$ cat config.mk
export PLATFORM = sky130hd
export DESIGN_NAME = php_device_flat
export DESIGN_NICKNAME = d
export VERILOG_FILES = /design/src/shared/php_pkg.sv /design/src/shared/php_if.sv /design/src/verilog/php_device.sv /design/src/flat_wrapper.sv
export SDC_FILE = /design/constraint.sdc
export NUM_CORES = 1
export LEC_CHECK = 0
export BUFFER_PORTS_ARGS = -buffer_cell sky130_fd_sc_hd__buf_4
export CAP_MARGIN = 20
export CORE_ASPECT_RATIO = 0.75
export CORE_MARGIN = 1.5
export CORE_UTILIZATION = 50
export CTS_CLUSTER_SIZE = 12
export DETAILED_ROUTE_END_ITERATION = 16
export PLACE_DENSITY = 0.87
export SYNTH_ARGS = -nofsm -noshare
export SYNTH_HDL_FRONTEND = slang
export SYNTH_SLANG_ARGS = --single-unit
$ cat constraint.sdc
create_clock -name CLK_I -period 3.1 [get_ports CLK_I]
set_input_delay 0.31 -clock CLK_I [delete_from_list [all_inputs] [get_ports CLK_I]]
set_output_delay 0.31 -clock CLK_I [all_outputs]
set_load 0.1 [all_outputs]
$ cat src/shared/php_pkg.sv
package php_pkg;
    // ==========================================================
    // bus types found at detection
    typedef enum logic [2:0] {
        BUS_NONE = 3'b000, // not yet identified
        BUS_SEP_DED = 3'b001, // separate strobes, dedicated address
        BUS_SEP_MUX = 3'b010, // separate strobes, multiplexed address
        BUS_COM_DED = 3'b011, // common strobe, dedicated address
        BUS_COM_MUX = 3'b100, // common strobe, multiplexed address
        BUS_HSK = 3'b101 // multiplexed with wait handshake
    } bus_type;
    // ==========================================================
    // widths and strap patterns on address lines 2..0
    localparam int ADDR_W = 6;
    localparam int DATA_W = 8;
    localparam logic [2:0] STRAP_SEP_MUX = 3'b011;
    localparam logic [2:0] STRAP_COM_MUX = 3'b010;
    localparam logic [1:0] STRAP_HSK = 2'b11;
    localparam logic [ADDR_W-1:0] ADDR_RST = 6'h00;
    localparam logic [DATA_W-1:0] DATA_RST = 8'h00;
    // cycles the host holds straps before starting accesses
    localparam int SETUP_NS = 64;
    localparam int CLK_NS = 8;
    localparam int SETUP_CYC = (SETUP_NS + CLK_NS - 1) / CLK_NS;
endpackage : php_pkg

$ cat src/shared/php_if.sv
`timescale 1ns/1ps
interface php_if;
    // ==========================================================
    // host port pins, split into input/output/enable
    logic latch_pin; // ale / as / address strobe (active low in hsk)
    logic read_strobe_n; // read strobe or data strobe
    logic write_strobe_n; // write strobe or read_not_write
    logic chip_select_n; // chip select, or inhibit in hsk
    logic [2:0] addr; // address lines driven by host
    logic [2:0] addr_oe; // host drive enable per address line
    logic wait_n; // device wait output on address line 0
    logic wait_oe; // device enable for wait output
    logic [7:0] data_h; // host data out
    logic data_h_oe; // host drives data
    logic [7:0] data_d; // device data out
    logic data_d_oe; // device drives data
    modport device (
        input latch_pin, read_strobe_n, write_strobe_n, chip_select_n,
        input addr, addr_oe, data_h, data_h_oe,
        output wait_n, wait_oe, data_d, data_d_oe
    );
    modport host (
        output latch_pin, read_strobe_n, write_strobe_n, chip_select_n,
        output addr, addr_oe, data_h, data_h_oe,
        input wait_n, wait_oe, data_d, data_d_oe
    );
endinterface : php_if

$ cat src/verilog/php_device.sv
// Functional notes
// - reset clears mode, redetects from pins
// - sep strobes dedicated: address from lines
// - sep mux: strap 011, latch while high
// - common ded: data strobe plus direction
// - common mux: strap 010, latch while high
// - hsk: strap 11x, latch low, wait out
// - hsk: inactive chip select inhibits strobe
// - hsk without inhibit: chip select grounded
// - wait pin floats until hsk address strobe falls
// - first strobe fall activates wait
// - address reads return no valid data
`timescale 1ns/1ps
module php_device (
    input wire logic CLK_I, // 125 MHz clock
    input wire logic NRST_I, // async reset, active low
    php_if.device BUS, // host port pins
    input wire logic [7:0] RD_DATA_I, // register read data
    output logic [5:0] ADDR_O, // register address of access
    output logic [7:0] WR_DATA_O, // write data
    output logic WR_O, // one-cycle write pulse
    output logic RD_O, // one-cycle read pulse
    output logic [2:0] TYPE_O // detected bus type
);
    // ==========================================================
    // pin synchronisers, two flops each
    // reset leaves every synced pin low; the type is still unknown
    // then, so no strobe can be decoded from those levels
    logic [14:0] s1_ff; // first stage, read only by s2
    logic [14:0] s2_ff; // second stage, safe to use
    logic [14:0] raw; // packed pin view
    assign raw = {BUS.latch_pin, BUS.read_strobe_n, BUS.write_strobe_n,
                  BUS.chip_select_n, BUS.addr & BUS.addr_oe, BUS.data_h};
    // sync all pins into the clock domain
    always_ff @(posedge CLK_I or negedge NRST_I) begin
        if (!NRST_I) begin
            s1_ff <= 15'h0000;
            s2_ff <= 15'h0000;
        end else begin
            s1_ff <= raw;
            s2_ff <= s1_ff;
        end
    end
    logic lat; // latch pin level
    logic rd_n; // read / data strobe
    logic wr_n; // write / direction
    logic cs_n; // chip select
    logic [2:0] a; // address lines
    logic [7:0] d; // data lines
    assign {lat, rd_n, wr_n, cs_n, a, d} = s2_ff;
    // ==========================================================
    // detection: pipeline delay plus settle before sampling
    // a strap that moves after detection is ignored on purpose
    php_pkg::bus_type type_ff; // current bus type
    logic [3:0] cnt_ff; // settle counter
    logic lat_d_ff; // previous latch level
    // detect once, hold until reset; wait for straps to settle
    // through the synchroniser before trusting them
    always_ff @(posedge CLK_I or negedge NRST_I) begin
        if (!NRST_I) begin
            type_ff <= php_pkg::BUS_NONE;
            cnt_ff <= 4'h0;
        end else if (type_ff == php_pkg::BUS_NONE) begin
            if (cnt_ff != 4'(php_pkg::SETUP_CYC)) begin
                cnt_ff <= cnt_ff + 4'h1;
            end else if (a[2:1] == php_pkg::STRAP_HSK) begin
                type_ff <= php_pkg::BUS_HSK;
            end else if (a == php_pkg::STRAP_SEP_MUX && !lat) begin
                type_ff <= php_pkg::BUS_SEP_MUX;
            end else if (a == php_pkg::STRAP_COM_MUX && !lat) begin
                type_ff <= php_pkg::BUS_COM_MUX;
            end else if (lat && rd_n && !wr_n) begin
                // idle common bus: direction line rests low (write)
                type_ff <= php_pkg::BUS_COM_DED;
            end else if (lat) begin
                type_ff <= php_pkg::BUS_SEP_DED;
            end
        end
    end
    // ==========================================================
    // address capture
    logic [5:0] adr_ff; // latched address
    logic mux; // multiplexed bus type other than hsk
    assign mux = type_ff == php_pkg::BUS_SEP_MUX ||
                 type_ff == php_pkg::BUS_COM_MUX;
    // transparent latch modelled as capture while strobe level holds
    // a dedicated bus never reads this register
    always_ff @(posedge CLK_I or negedge NRST_I) begin
        if (!NRST_I) begin
            adr_ff <= php_pkg::ADDR_RST;
        end else if (mux && lat) begin
            adr_ff <= d[5:0];
        end else if (type_ff == php_pkg::BUS_HSK && !lat) begin
            adr_ff <= d[5:0];
        end
    end
    // ==========================================================
    // strobe decode per type
    logic strobe; // access strobe active, qualified
    logic is_rd; // access is a read
    logic [5:0] acc_adr; // address of this access
    // defaults at the top keep every path assigned
    always_comb begin
        strobe = 1'b0;
        is_rd = 1'b0;
        acc_adr = adr_ff;
        unique case (type_ff)
            php_pkg::BUS_SEP_DED, php_pkg::BUS_SEP_MUX: begin
                strobe = !cs_n && (!rd_n || !wr_n);
                is_rd = !rd_n;
                if (type_ff == php_pkg::BUS_SEP_DED) begin
                    acc_adr = {3'h0, a};
                end
            end
            php_pkg::BUS_COM_DED, php_pkg::BUS_COM_MUX: begin
                strobe = !cs_n && !rd_n;
                is_rd = wr_n;
                if (type_ff == php_pkg::BUS_COM_DED) begin
                    acc_adr = {3'h0, a};
                end
            end
            php_pkg::BUS_HSK: begin
                // address strobe high means a data cycle; cs gates it
                strobe = !cs_n && !rd_n && lat;
                is_rd = wr_n;
            end
            default: begin
                strobe = 1'b0; // none identified yet
            end
        endcase
    end
    // ==========================================================
    // access pulses, data path
    logic strobe_d_ff; // previous strobe
    logic wr_ff; // write pulse
    logic rd_ff; // read pulse
    logic [5:0] ao_ff; // address out
    logic [7:0] wd_ff; // write data out
    logic [7:0] dd_ff; // device data out
    logic doe_ff; // device drives data
    logic rdacc_ff; // read access in progress
    // one pulse per strobe start; address read cycles never
    // drive data (address strobe low), so host sees no answer
    always_ff @(posedge CLK_I or negedge NRST_I) begin
        if (!NRST_I) begin
            strobe_d_ff <= 1'b0;
            wr_ff <= 1'b0;
            rd_ff <= 1'b0;
            ao_ff <= php_pkg::ADDR_RST;
            wd_ff <= php_pkg::DATA_RST;
            rdacc_ff <= 1'b0;
        end else begin
            strobe_d_ff <= strobe;
            rd_ff <= strobe && !strobe_d_ff && is_rd;
            wr_ff <= strobe && !strobe_d_ff && !is_rd;
            rdacc_ff <= strobe && is_rd;
            if (strobe && !strobe_d_ff) begin
                ao_ff <= acc_adr;
                wd_ff <= d;
            end
        end
    end
    // drive data while read strobe holds
    // read data is taken one cycle after the pulse, so the
    // register side has a full cycle to answer
    always_ff @(posedge CLK_I or negedge NRST_I) begin
        if (!NRST_I) begin
            dd_ff <= php_pkg::DATA_RST;
            doe_ff <= 1'b0;
        end else begin
            doe_ff <= rdacc_ff && strobe && is_rd;
            if (rd_ff) begin
                dd_ff <= RD_DATA_I;
            end
        end
    end
    // ==========================================================
    // wait output on address line 0
    logic wen_ff; // wait function active
    logic wait_ff; // wait level, low = access running
    // floats after reset; armed by first strobe fall in hsk
    // the host must not expect wait before its first address cycle
    always_ff @(posedge CLK_I or negedge NRST_I) begin
        if (!NRST_I) begin
            wen_ff <= 1'b0;
            lat_d_ff <= 1'b0;
        end else begin
            lat_d_ff <= lat;
            if (type_ff == php_pkg::BUS_HSK && lat_d_ff && !lat) begin
                wen_ff <= 1'b1;
            end
        end
    end
    // wait goes high once the access has been served
    always_ff @(posedge CLK_I or negedge NRST_I) begin
        if (!NRST_I) begin
            wait_ff <= 1'b0;
        end else begin
            wait_ff <= strobe_d_ff || (!lat && lat_d_ff);
        end
    end
    assign BUS.wait_n = wait_ff;
    assign BUS.wait_oe = wen_ff;
    assign BUS.data_d = dd_ff;
    assign BUS.data_d_oe = doe_ff;
    assign ADDR_O = ao_ff;
    assign WR_DATA_O = wd_ff;
    assign WR_O = wr_ff;
    assign RD_O = rd_ff;
    assign TYPE_O = type_ff;
endmodule : php_device

$ cat src/flat_wrapper.sv
// flat-port wrapper written by rule: the top's interface ports become plain ports
module php_device_flat 
  (CLK_I, NRST_I, RD_DATA_I, ADDR_O, WR_DATA_O, WR_O, RD_O, TYPE_O, BUS_latch_pin, BUS_read_strobe_n, BUS_write_strobe_n, BUS_chip_select_n, BUS_addr, BUS_addr_oe, BUS_data_h, BUS_data_h_oe, BUS_wait_n, BUS_wait_oe, BUS_data_d, BUS_data_d_oe);
  php_if BUS_i ();
  input wire logic CLK_I;
  input wire logic NRST_I;
  input wire logic [7:0] RD_DATA_I;
  output logic [5:0] ADDR_O;
  output logic [7:0] WR_DATA_O;
  output logic WR_O;
  output logic RD_O;
  output logic [2:0] TYPE_O;
  input wire logic [$bits(BUS_i.latch_pin)-1:0] BUS_latch_pin;
  input wire logic [$bits(BUS_i.read_strobe_n)-1:0] BUS_read_strobe_n;
  input wire logic [$bits(BUS_i.write_strobe_n)-1:0] BUS_write_strobe_n;
  input wire logic [$bits(BUS_i.chip_select_n)-1:0] BUS_chip_select_n;
  input wire logic [$bits(BUS_i.addr)-1:0] BUS_addr;
  input wire logic [$bits(BUS_i.addr_oe)-1:0] BUS_addr_oe;
  input wire logic [$bits(BUS_i.data_h)-1:0] BUS_data_h;
  input wire logic [$bits(BUS_i.data_h_oe)-1:0] BUS_data_h_oe;
  output wire logic [$bits(BUS_i.wait_n)-1:0] BUS_wait_n;
  output wire logic [$bits(BUS_i.wait_oe)-1:0] BUS_wait_oe;
  output wire logic [$bits(BUS_i.data_d)-1:0] BUS_data_d;
  output wire logic [$bits(BUS_i.data_d_oe)-1:0] BUS_data_d_oe;
  assign BUS_i.latch_pin = BUS_latch_pin;
  assign BUS_i.read_strobe_n = BUS_read_strobe_n;
  assign BUS_i.write_strobe_n = BUS_write_strobe_n;
  assign BUS_i.chip_select_n = BUS_chip_select_n;
  assign BUS_i.addr = BUS_addr;
  assign BUS_i.addr_oe = BUS_addr_oe;
  assign BUS_i.data_h = BUS_data_h;
  assign BUS_i.data_h_oe = BUS_data_h_oe;
  assign BUS_wait_n = BUS_i.wait_n;
  assign BUS_wait_oe = BUS_i.wait_oe;
  assign BUS_data_d = BUS_i.data_d;
  assign BUS_data_d_oe = BUS_i.data_d_oe;
  php_device u_core (.CLK_I(CLK_I), .NRST_I(NRST_I), .BUS(BUS_i), .RD_DATA_I(RD_DATA_I), .ADDR_O(ADDR_O), .WR_DATA_O(WR_DATA_O), .WR_O(WR_O), .RD_O(RD_O), .TYPE_O(TYPE_O));
endmodule
# Word level (Yosys, flattened, before mapping)
# Index checks and enable logic that the tools add are counted.
# classes
reduce_logical	35
muxes	12
n_eq_ne	9
n_addsub	1
bitwise	2
# op_table
op	count
$mux 6	4
$logic_and 1x1->1	18
$mux 3	5
$eq 3x2->1 const B	4
$pmux 6 s2	1
$eq 3x3->1 const B	2
$logic_not 1->1	6
$reduce_bool 5->1	1
$add 4x1->4 const B	1
$ne 4x4->1 const B	1
$reduce_or 2->1	2
$and 3x3->3	1
$eq 3x1->1 const B	1
$logic_not 3->1	1
$logic_or 1x1->1	3
$pmux 1 s3	1
$reduce_and 3->1	1
$reduce_or 3->1	1
$eq 2x2->1 const B	1
$pmux 1 s2	1
$reduce_and 2->1	1
$reduce_bool 2->1	1
$not 1->1	1
# totals
elab_cells	75
reg_bits	73
inputBits	29
output_inout_bits	30

# Longest topological paths before layout
# Gate-level depths: netlist (run 1).
# logic_depth
depth_word	6
mapped_depth	7
depth_no_buf	6

# Worst setup path after synthesis (run 1)
# No wires, ideal clock.
# synth_path
kind	reg-to-reg
from	reg u_core.type_ff[0] (netlist: u_core.TYPE_O[0])
to	reg u_core.wd_ff[2] (netlist: u_core.WR_DATA_O[2])
period_less_slack_ns	2.370
setup_time_ns	0.125
n_path_buf	2
path_slack_ns	0.730
stages_incl_launch_ff	7
t_required_ns	2.975
t_arrival_ns	2.245
path_cell_list	dfrtp_1 > buf_6 > or2b_1 > o2bb2ai_1 > a22oi_4 > buf_6 > mux2_4
# synth_between
elab_chain_cells	4
word_cells_on_any_way	9
classes_between	eq/ne: 5; mux: 1; reduce/logical: 3
# synth_rtl
element	line_no	rtl
start, declared	php_device.sv:54	php_pkg::bus_type type_ff;
start signal, assigned	php_device.sv:61	type_ff <= php_pkg::BUS_NONE;
start signal, assigned	php_device.sv:67	type_ff <= php_pkg::BUS_HSK;
start signal, assigned	php_device.sv:69	type_ff <= php_pkg::BUS_SEP_MUX;
$eq 3x2->1, or another cell as far along	php_device.sv:107	unique case (type_ff)
$reduce_or 2->1	php_device.sv:107	
$pmux 1 s3 (*)	php_device.sv:107	
$logic_and 1x1->1 (*)	php_device.sv:157	if (strobe && !strobe_d_ff) begin
end signal, assigned	php_device.sv:150	wd_ff <= php_pkg::DATA_RST;
end, declared	php_device.sv:138	logic [7:0] wd_ff;
# Every way passes the cells marked *; elsewhere a longest branch is shown, timed or not.
# A chain may end at the register's enable or synchronous reset.

# Worst setup path in the final report (run 1)
# layout_path
from	reg u_core.type_ff[2] (netlist: u_core.TYPE_O[2])
to	reg u_core.ao_ff[2] (netlist: u_core.ADDR_O[2])
# layout_between
elab_chain_cells	4
word_cells_on_any_way	12
classes_between	eq/ne: 5; mux: 4; reduce/logical: 3
# layout_rtl
element	line_no	rtl
$eq 3x2->1, or another cell as far along	php_device.sv:107, php_device.sv:118	
$reduce_or 2->1	php_device.sv:107	
$pmux 1 s3	php_device.sv:107	
$logic_and 1x1->1	php_device.sv:157	
end signal, assigned	php_device.sv:149	ao_ff <= php_pkg::ADDR_RST;
end signal, assigned	php_device.sv:158	ao_ff <= acc_adr;
end, declared	php_device.sv:137	logic [5:0] ao_ff;
# Several ways; a longest one is shown, not always the timed one.

==> impl_metrics.env, run 1 <==
export IMPL_status="finished, final reports clean"
export IMPL_cpMaxStageDelayCell="dfrtp_1"
export IMPL_ios=59
export IMPL_ant_nets=0
export IMPL_hold_viol=0
export IMPL_synth_ff_type="dfrtp_1"
export IMPL_die_x_um=87.2
export IMPL_cap_violations=0
export IMPL_synth_most_common_cell="dfrtp_1"
export IMPL_synthesis_area_um2=2660
export IMPL_max_slew_worst_pin_slew_ns=0.873
export IMPL_min_path_type="in -> reg"
export IMPL_die_h_um=66.1
export IMPL_crit_type="reg -> reg"
export IMPL_post_cts_resized=0
export IMPL_post_route_drc_count=0
export IMPL_overflow=0
export IMPL_yosysSeqAreaShare_pct=68.7
export IMPL_finalWorstSetupSlack_ns=0.958
export IMPL_slew_headroom_pct=41.8
export IMPL_h_tree_depth=3
export IMPL_max_clock_freq_ghz=0.467
export IMPL_cp_arrival_ns=2.37
export IMPL_dp_slack_ns=0.950
export IMPL_synthCells=173
export IMPL_row_count=22
export IMPL_setup_tns_ns=0
export IMPL_routed_wl_mm=4.28
export IMPL_grt_pass1_vias=1491
export IMPL_ys_ff_latch=73
export IMPL_drt_iter0_drc=85
export IMPL_crit_required_ns=3.33
export IMPL_async_flop_share_pct=100
export IMPL_yosysTopAreaCell="dfrtp_1"
export IMPL_dr_pass1_iters=4
export IMPL_setup_viol=0
export IMPL_synth_edff_count=0
export IMPL_cts_tree="done"
export IMPL_fin_crit_sh_pct=69.1
export IMPL_dpl_cell_area_um2=3140
export IMPL_path_max_fanout=16
export IMPL_clock_sinks=73
export IMPL_drive_above_1_share_pct=44.4
export IMPL_synth_area_leaders="dfrtp_1 (69%), mux2_2 (10%), mux2_4 (2.8%)"
export IMPL_grt_usage_pct=17.1
export IMPL_hpwl_mm=2.87
export IMPL_portBuffers=57
export IMPL_start_util_pct=53.0
export IMPL_path_cells="nand2b_1, o2bb2ai_1, a22oi_4, mux2_2"
export IMPL_period_needed_ns=2.14
export IMPL_critPathLaunchType="flop"
export IMPL_ys_warn_count=0
export IMPL_worst_path_largest_cell_delay_ns=0.53
export IMPL_syn_area_per_cell_um2=15.4
export IMPL_cts_setup_buffers=0
export IMPL_grt_max_degree=74
export IMPL_rsz0062_at_grt="false"
export IMPL_synth_cell_types=35
export IMPL_cp_end_kind="flop"
export IMPL_wl_per_cell_um=13.7
export IMPL_synth_fp_nets=204
export IMPL_slew_viol_final=0
export IMPL_synth_common_cells="dfrtp_1 (73), mux2_2 (24), inv_1 (11), nor2_1 (8), mux2_4 (5)"
export IMPL_area_growth_pct=25.9
export IMPL_root_buffer="clkbuf_8"
export IMPL_max_clock_path_buffers=2
export IMPL_dieArea_um2=5770
export IMPL_vias_per_cell=4.83
export IMPL_gp_congestion=0.763
export IMPL_diodes=0
export IMPL_layout_nets=267
export IMPL_fin_skew_ns=0.00745
export IMPL_clk_latency_ns=0.34
export IMPL_synth_top_area_share_pct=68.7
export IMPL_stdcell_area_um2=3350
export IMPL_grt_pass1_wl_mm=6.98
export IMPL_grt_antenna_before_repair=0
export IMPL_clk_pin_slew_ns=0.07
export IMPL_via_count=1512
export IMPL_hold_buffers=0
export IMPL_cts_buffers=9
export IMPL_core_um2=5010
## layer usage
metal / track usage, % / vias up / routed length, µm
met4: 11.9 / 0 / 103
met1: 21.2 / 734 / 1910
met2: 25.8 / 61 / 1970
met3: 5.37 / 8 / 299
met5: 0 / - / 0
li1: - / 709 / -
## sequential cells by signal, indices dropped and copies added, names as in the netlist
register	count
u_core.lat_d_ff	1
u_core.RD_O	1
u_core.BUS.data_d	8
u_core.adr_ff	6
u_core.WR_DATA_O	8
u_core.BUS.wait_oe	1
u_core.cnt_ff	4
u_core.TYPE_O	3
u_core.s1_ff	15
u_core.s2_ff	15
u_core.ADDR_O	6
u_core.strobe_d_ff	1
u_core.WR_O	1
u_core.BUS.data_d_oe	1
u_core.BUS.wait_n	1
u_core.rdacc_ff	1
## logic make-up (layout without fill, tap and decap cells)
kind of cell,count (synthesis),count (layout),synth area share (%)
xor+xnor,5,5,1.65
simple gates,29,29,5.98
fa+ha+maj,2,2,0.941
buf+inv,16,84,2.87
mux,33,33,14.5
compound gates,15,15,5.32
flops,73,73,68.7
## cell type report
| type | instances | area (µm²) |
|---|---|---|
| timing repair buffer | 57 | 428 |
| sequential | 73 | 1830 |
| clock buffer | 11 | 151 |
| multi-input combinational | 84 | 754 |
| clock inverter | 5 | 53.8 |
| tap | 72 | 90.1 |
| fill | 386 | 1660 |
| inverter | 11 | 41.3 |
## cell usage in the layout, fill, tap and decap left out, types with 2 or more instances in the layout
cell type	instances
mux2_2	24
xnor2_1	3
mux2i_1	4
nand2b_1	2
a21oi_1	3
nor3_1	3
inv_1	11
nor2_1	8
buf_4	57
a32oi_1	2
ha_1	2
and3b_1	2
dfrtp_1	73
nand2_1	4
and2_1	3
xor2_1	2
clkinv_2	3
clkbuf_8	11
mux2_4	5
o21ai_0	2
## final timing paths
path,slack [ns],endpoint,start,cells after the start
worst max register to register,0.96,u_core.ADDR_O[2]$_DFFE_PN0P_,u_core.TYPE_O[2]$_DFFE_PN0P_,4
min in group asynchronous,0.08,u_core.WR_DATA_O[3]$_DFFE_PN0P_,NRST_I,1
max in group asynchronous,2.45,u_core.BUS.data_d[5]$_DFFE_PN0P_,NRST_I,1
worst min-delay path,0.07,u_core.s1_ff[7]$_DFF_PN0_,BUS_data_h[7],1
worst min register to register,0.34,u_core.s2_ff[8]$_DFF_PN0_,u_core.s1_ff[8]$_DFF_PN0_,0
worst max-delay path,0.96,u_core.ADDR_O[2]$_DFFE_PN0P_,u_core.TYPE_O[2]$_DFFE_PN0P_,4
## metrics by stage
step	cells	hold WS, ns	utilization, %
finish	313	0.0728	66.8
floorplan	173	0.0144	-
global placement	297	0.331	62.7
global route	313	0.0446	66.8
detailed placement	297	0.336	62.7
CTS	313	0.0501	66.8
## worst max-delay path: cells and delay by family, from the launching register on
| kind | cells | cell delay (ns) |
|---|---|---|
| AO/OA/AOI/OAI | 2 | 0.72 |
| flip-flops | 1 | 0.53 |
| multiplexers | 1 | 0.41 |
| AND/OR/NAND/NOR | 1 | 0.36 |
Power of run 1 is not shown: default switching activity piles up to over one toggle a cycle in this logic, so the estimate is an artifact.
==> inputs of run 2 (changes only) <==
--- a/config.mk
+++ b/config.mk
@@ -9,7 +9,7 @@
 export CAP_MARGIN = 20
 export CORE_ASPECT_RATIO = 0.75
 export CORE_MARGIN = 1.5
-export CORE_UTILIZATION = 50
+export CORE_UTILIZATION = 48
 export CTS_CLUSTER_SIZE = 12
 export DETAILED_ROUTE_END_ITERATION = 16
 export PLACE_DENSITY = 0.87
==> constraint.sdc (replaced) <==
create_clock -name CLK_I -period 1.79 [get_ports CLK_I]
set_input_delay 0.179 -clock CLK_I [delete_from_list [all_inputs] [get_ports CLK_I]]
set_output_delay 0.179 -clock CLK_I [all_outputs]
set_load 0.1 [all_outputs]
==> impl_metrics.env, run 2 (synthesized netlist as in run 1, its figures left out) <==
export IMPL_crit_type="reg -> reg"
export IMPL_fin_crit_sh_pct=94.2
export IMPL_cpMaxStageDelayCell="dfrtp_4"
export IMPL_final_common_cell="dfrtp_1"
export IMPL_setup_viol=0
export IMPL_drt_iter0_drc=53
export IMPL_worst_path_largest_cell_delay_ns=0.53
export IMPL_top_regs="u_core.s1_ff: 15 flops, u_core.s2_ff: 15 flops"
export IMPL_clock_sinks=73
export IMPL_cp_end_kind="flop"
export IMPL_layout_nets=291
export IMPL_dr_pass1_iters=4
export IMPL_diodes=0
export IMPL_whs_ns=0.0448
export IMPL_row_count=23
export IMPL_area_growth_pct=35.9
export IMPL_max_clock_freq_ghz=0.593
export IMPL_dieArea_um2=6000
export IMPL_grt_usage_pct=17.5
export IMPL_path_cells="xnor2_4, a2111oi_4, a22oi_4, buf_12, mux2_4"
export IMPL_core_um2=5350
export IMPL_path_max_fanout=15
export IMPL_start_util_pct=49.6
export IMPL_h_tree_depth=3
export IMPL_fin_skew_ns=0.00420
export IMPL_root_buffer="clkbuf_8"
export IMPL_r2r_slack_ns=0.10
export IMPL_gp_congestion=0.768
export IMPL_overflow=0
export IMPL_crit_required_ns=2.02
export IMPL_portBuffers=57
export IMPL_cap_violations=0
export IMPL_post_cts_resized=0
export IMPL_startpoint="u_core.TYPE_O[1]$_DFFE_PN0P_"
export IMPL_cts_tree="done"
export IMPL_ant_nets=0
export IMPL_dpl_cell_area_um2=3260
export IMPL_max_slew_worst_pin_slew_ns=0.539
export IMPL_grt_max_degree=44
export IMPL_clk_latency_ns=0.34
export IMPL_critPathLaunchType="flop"
export IMPL_routed_wl_mm=4.72
export IMPL_setup_worst_path_end="u_core.WR_DATA_O[5]$_DFFE_PN0P_"
export IMPL_final_cell_mix="dfrtp_1 (70), buf_4 (66), mux2_2 (24)"
export IMPL_post_route_drc_count=0
export IMPL_ios=59
export IMPL_rsz0062_at_grt="false"
export IMPL_period_needed_ns=1.69
export IMPL_hold_viol=0
export IMPL_r2r_cells=5
export IMPL_max_clock_path_buffers=2
export IMPL_cp_arrival_ns=1.91
export IMPL_die_h_um=67.4
export IMPL_hpwl_mm=3.22
export IMPL_cts_buffers=9
export IMPL_grt_pass1_wl_mm=7.39
export IMPL_wl_per_cell_um=13.9
export IMPL_vias_per_cell=4.71
export IMPL_drive_above_1_share_pct=45.8
export IMPL_stdcell_area_um2=3610
export IMPL_min_path_type="in -> reg"
export IMPL_clk_pin_slew_ns=0.07
export IMPL_worstReg2RegEnd="u_core.WR_DATA_O[5]$_DFFE_PN0P_"
export IMPL_dp_cells=309
export IMPL_via_count=1596
export IMPL_slew_headroom_pct=64.0
export IMPL_die_x_um=88.9
export IMPL_status="finished, final reports clean"
export IMPL_grt_antenna_before_repair=0
export IMPL_r2r_start="u_core.TYPE_O[1]$_DFFE_PN0P_"
export IMPL_hold_path_depth=2
export IMPL_nFillCells=398
export IMPL_fin_cells=339
export IMPL_grt_pass1_vias=1580
export IMPL_slew_viol_final=0
[run 2: timing repair]
item	CTS	global route
pin swaps	1	1
buffers inserted	2	0
setup endpoints to repair	11	6
endpoints found under the hold margin	54	0
hold buffers	13	0
[run 2: per-layer routing]
layer | track usage, % | part of all wire [%] | vias to the layer above
met5 | 0 | 0 | -
met4 | 8.79 | 1.4 | 0
met3 | 6.72 | 5.8 | 8
met2 | 26.6 | 48 | 51
met1 | 22.0 | 45 | 771
li1 | - | - | 766
[run 2: worst min-delay path by stage]
stage / end / slack, ns / start
after floorplan: u_core.ADDR_O[0]$_DFFE_PN0P_ / -0.12 / NRST_I
after global placement: u_core.s1_ff[5]$_DFF_PN0_ / 0.20 / NRST_I
after detailed placement: u_core.s1_ff[5]$_DFF_PN0_ / 0.20 / NRST_I
after CTS: u_core.s1_ff[10]$_DFF_PN0_ / 0.03 / BUS_addr_oe[2]
after global routing: u_core.s1_ff[8]$_DFF_PN0_ / 0.03 / BUS_addr_oe[0]
final: u_core.s1_ff[10]$_DFF_PN0_ / 0.04 / BUS_addr_oe[2]
[run 2: final cells by class]
cell class	instances	area, µm²	area share, %
Sequential cell	73	1840	50.8
Multi-Input combinational cell	84	779	21.6
Timing Repair Buffer	81	666	18.4
Clock buffer	11	141	3.92
Tap cell	75	93.8	2.60
Clock inverter	4	53.8	1.49
Inverter	11	41.3	1.14
[run 2: worst max-delay path: cells and delay by family, from the launching register on]
kind / cells / cell delay, ns
AOI/OAI and AO/OA: 2 / 0.41
DFF: 1 / 0.53
buffers and inverters: 1 / 0.18
xor gates and xnor gates: 1 / 0.16
muxes: 1 / 0.29
[run 2: stage by stage]
stage | TNS (ns) | setup slack (ns) | utilization, %
2_1_floorplan | -2.31 | -0.221 | -
3_3_place_gp | -0.685 | -0.0868 | 60.9
3_5_place_dp | -1.01 | -0.127 | 60.9
4_1_cts | 0 | 0.0248 | 67.5
5_1_grt | 0 | 0.0601 | 67.5
6_report | 0 | 0.103 | 67.5
Power of run 2 is left out for the same reason.
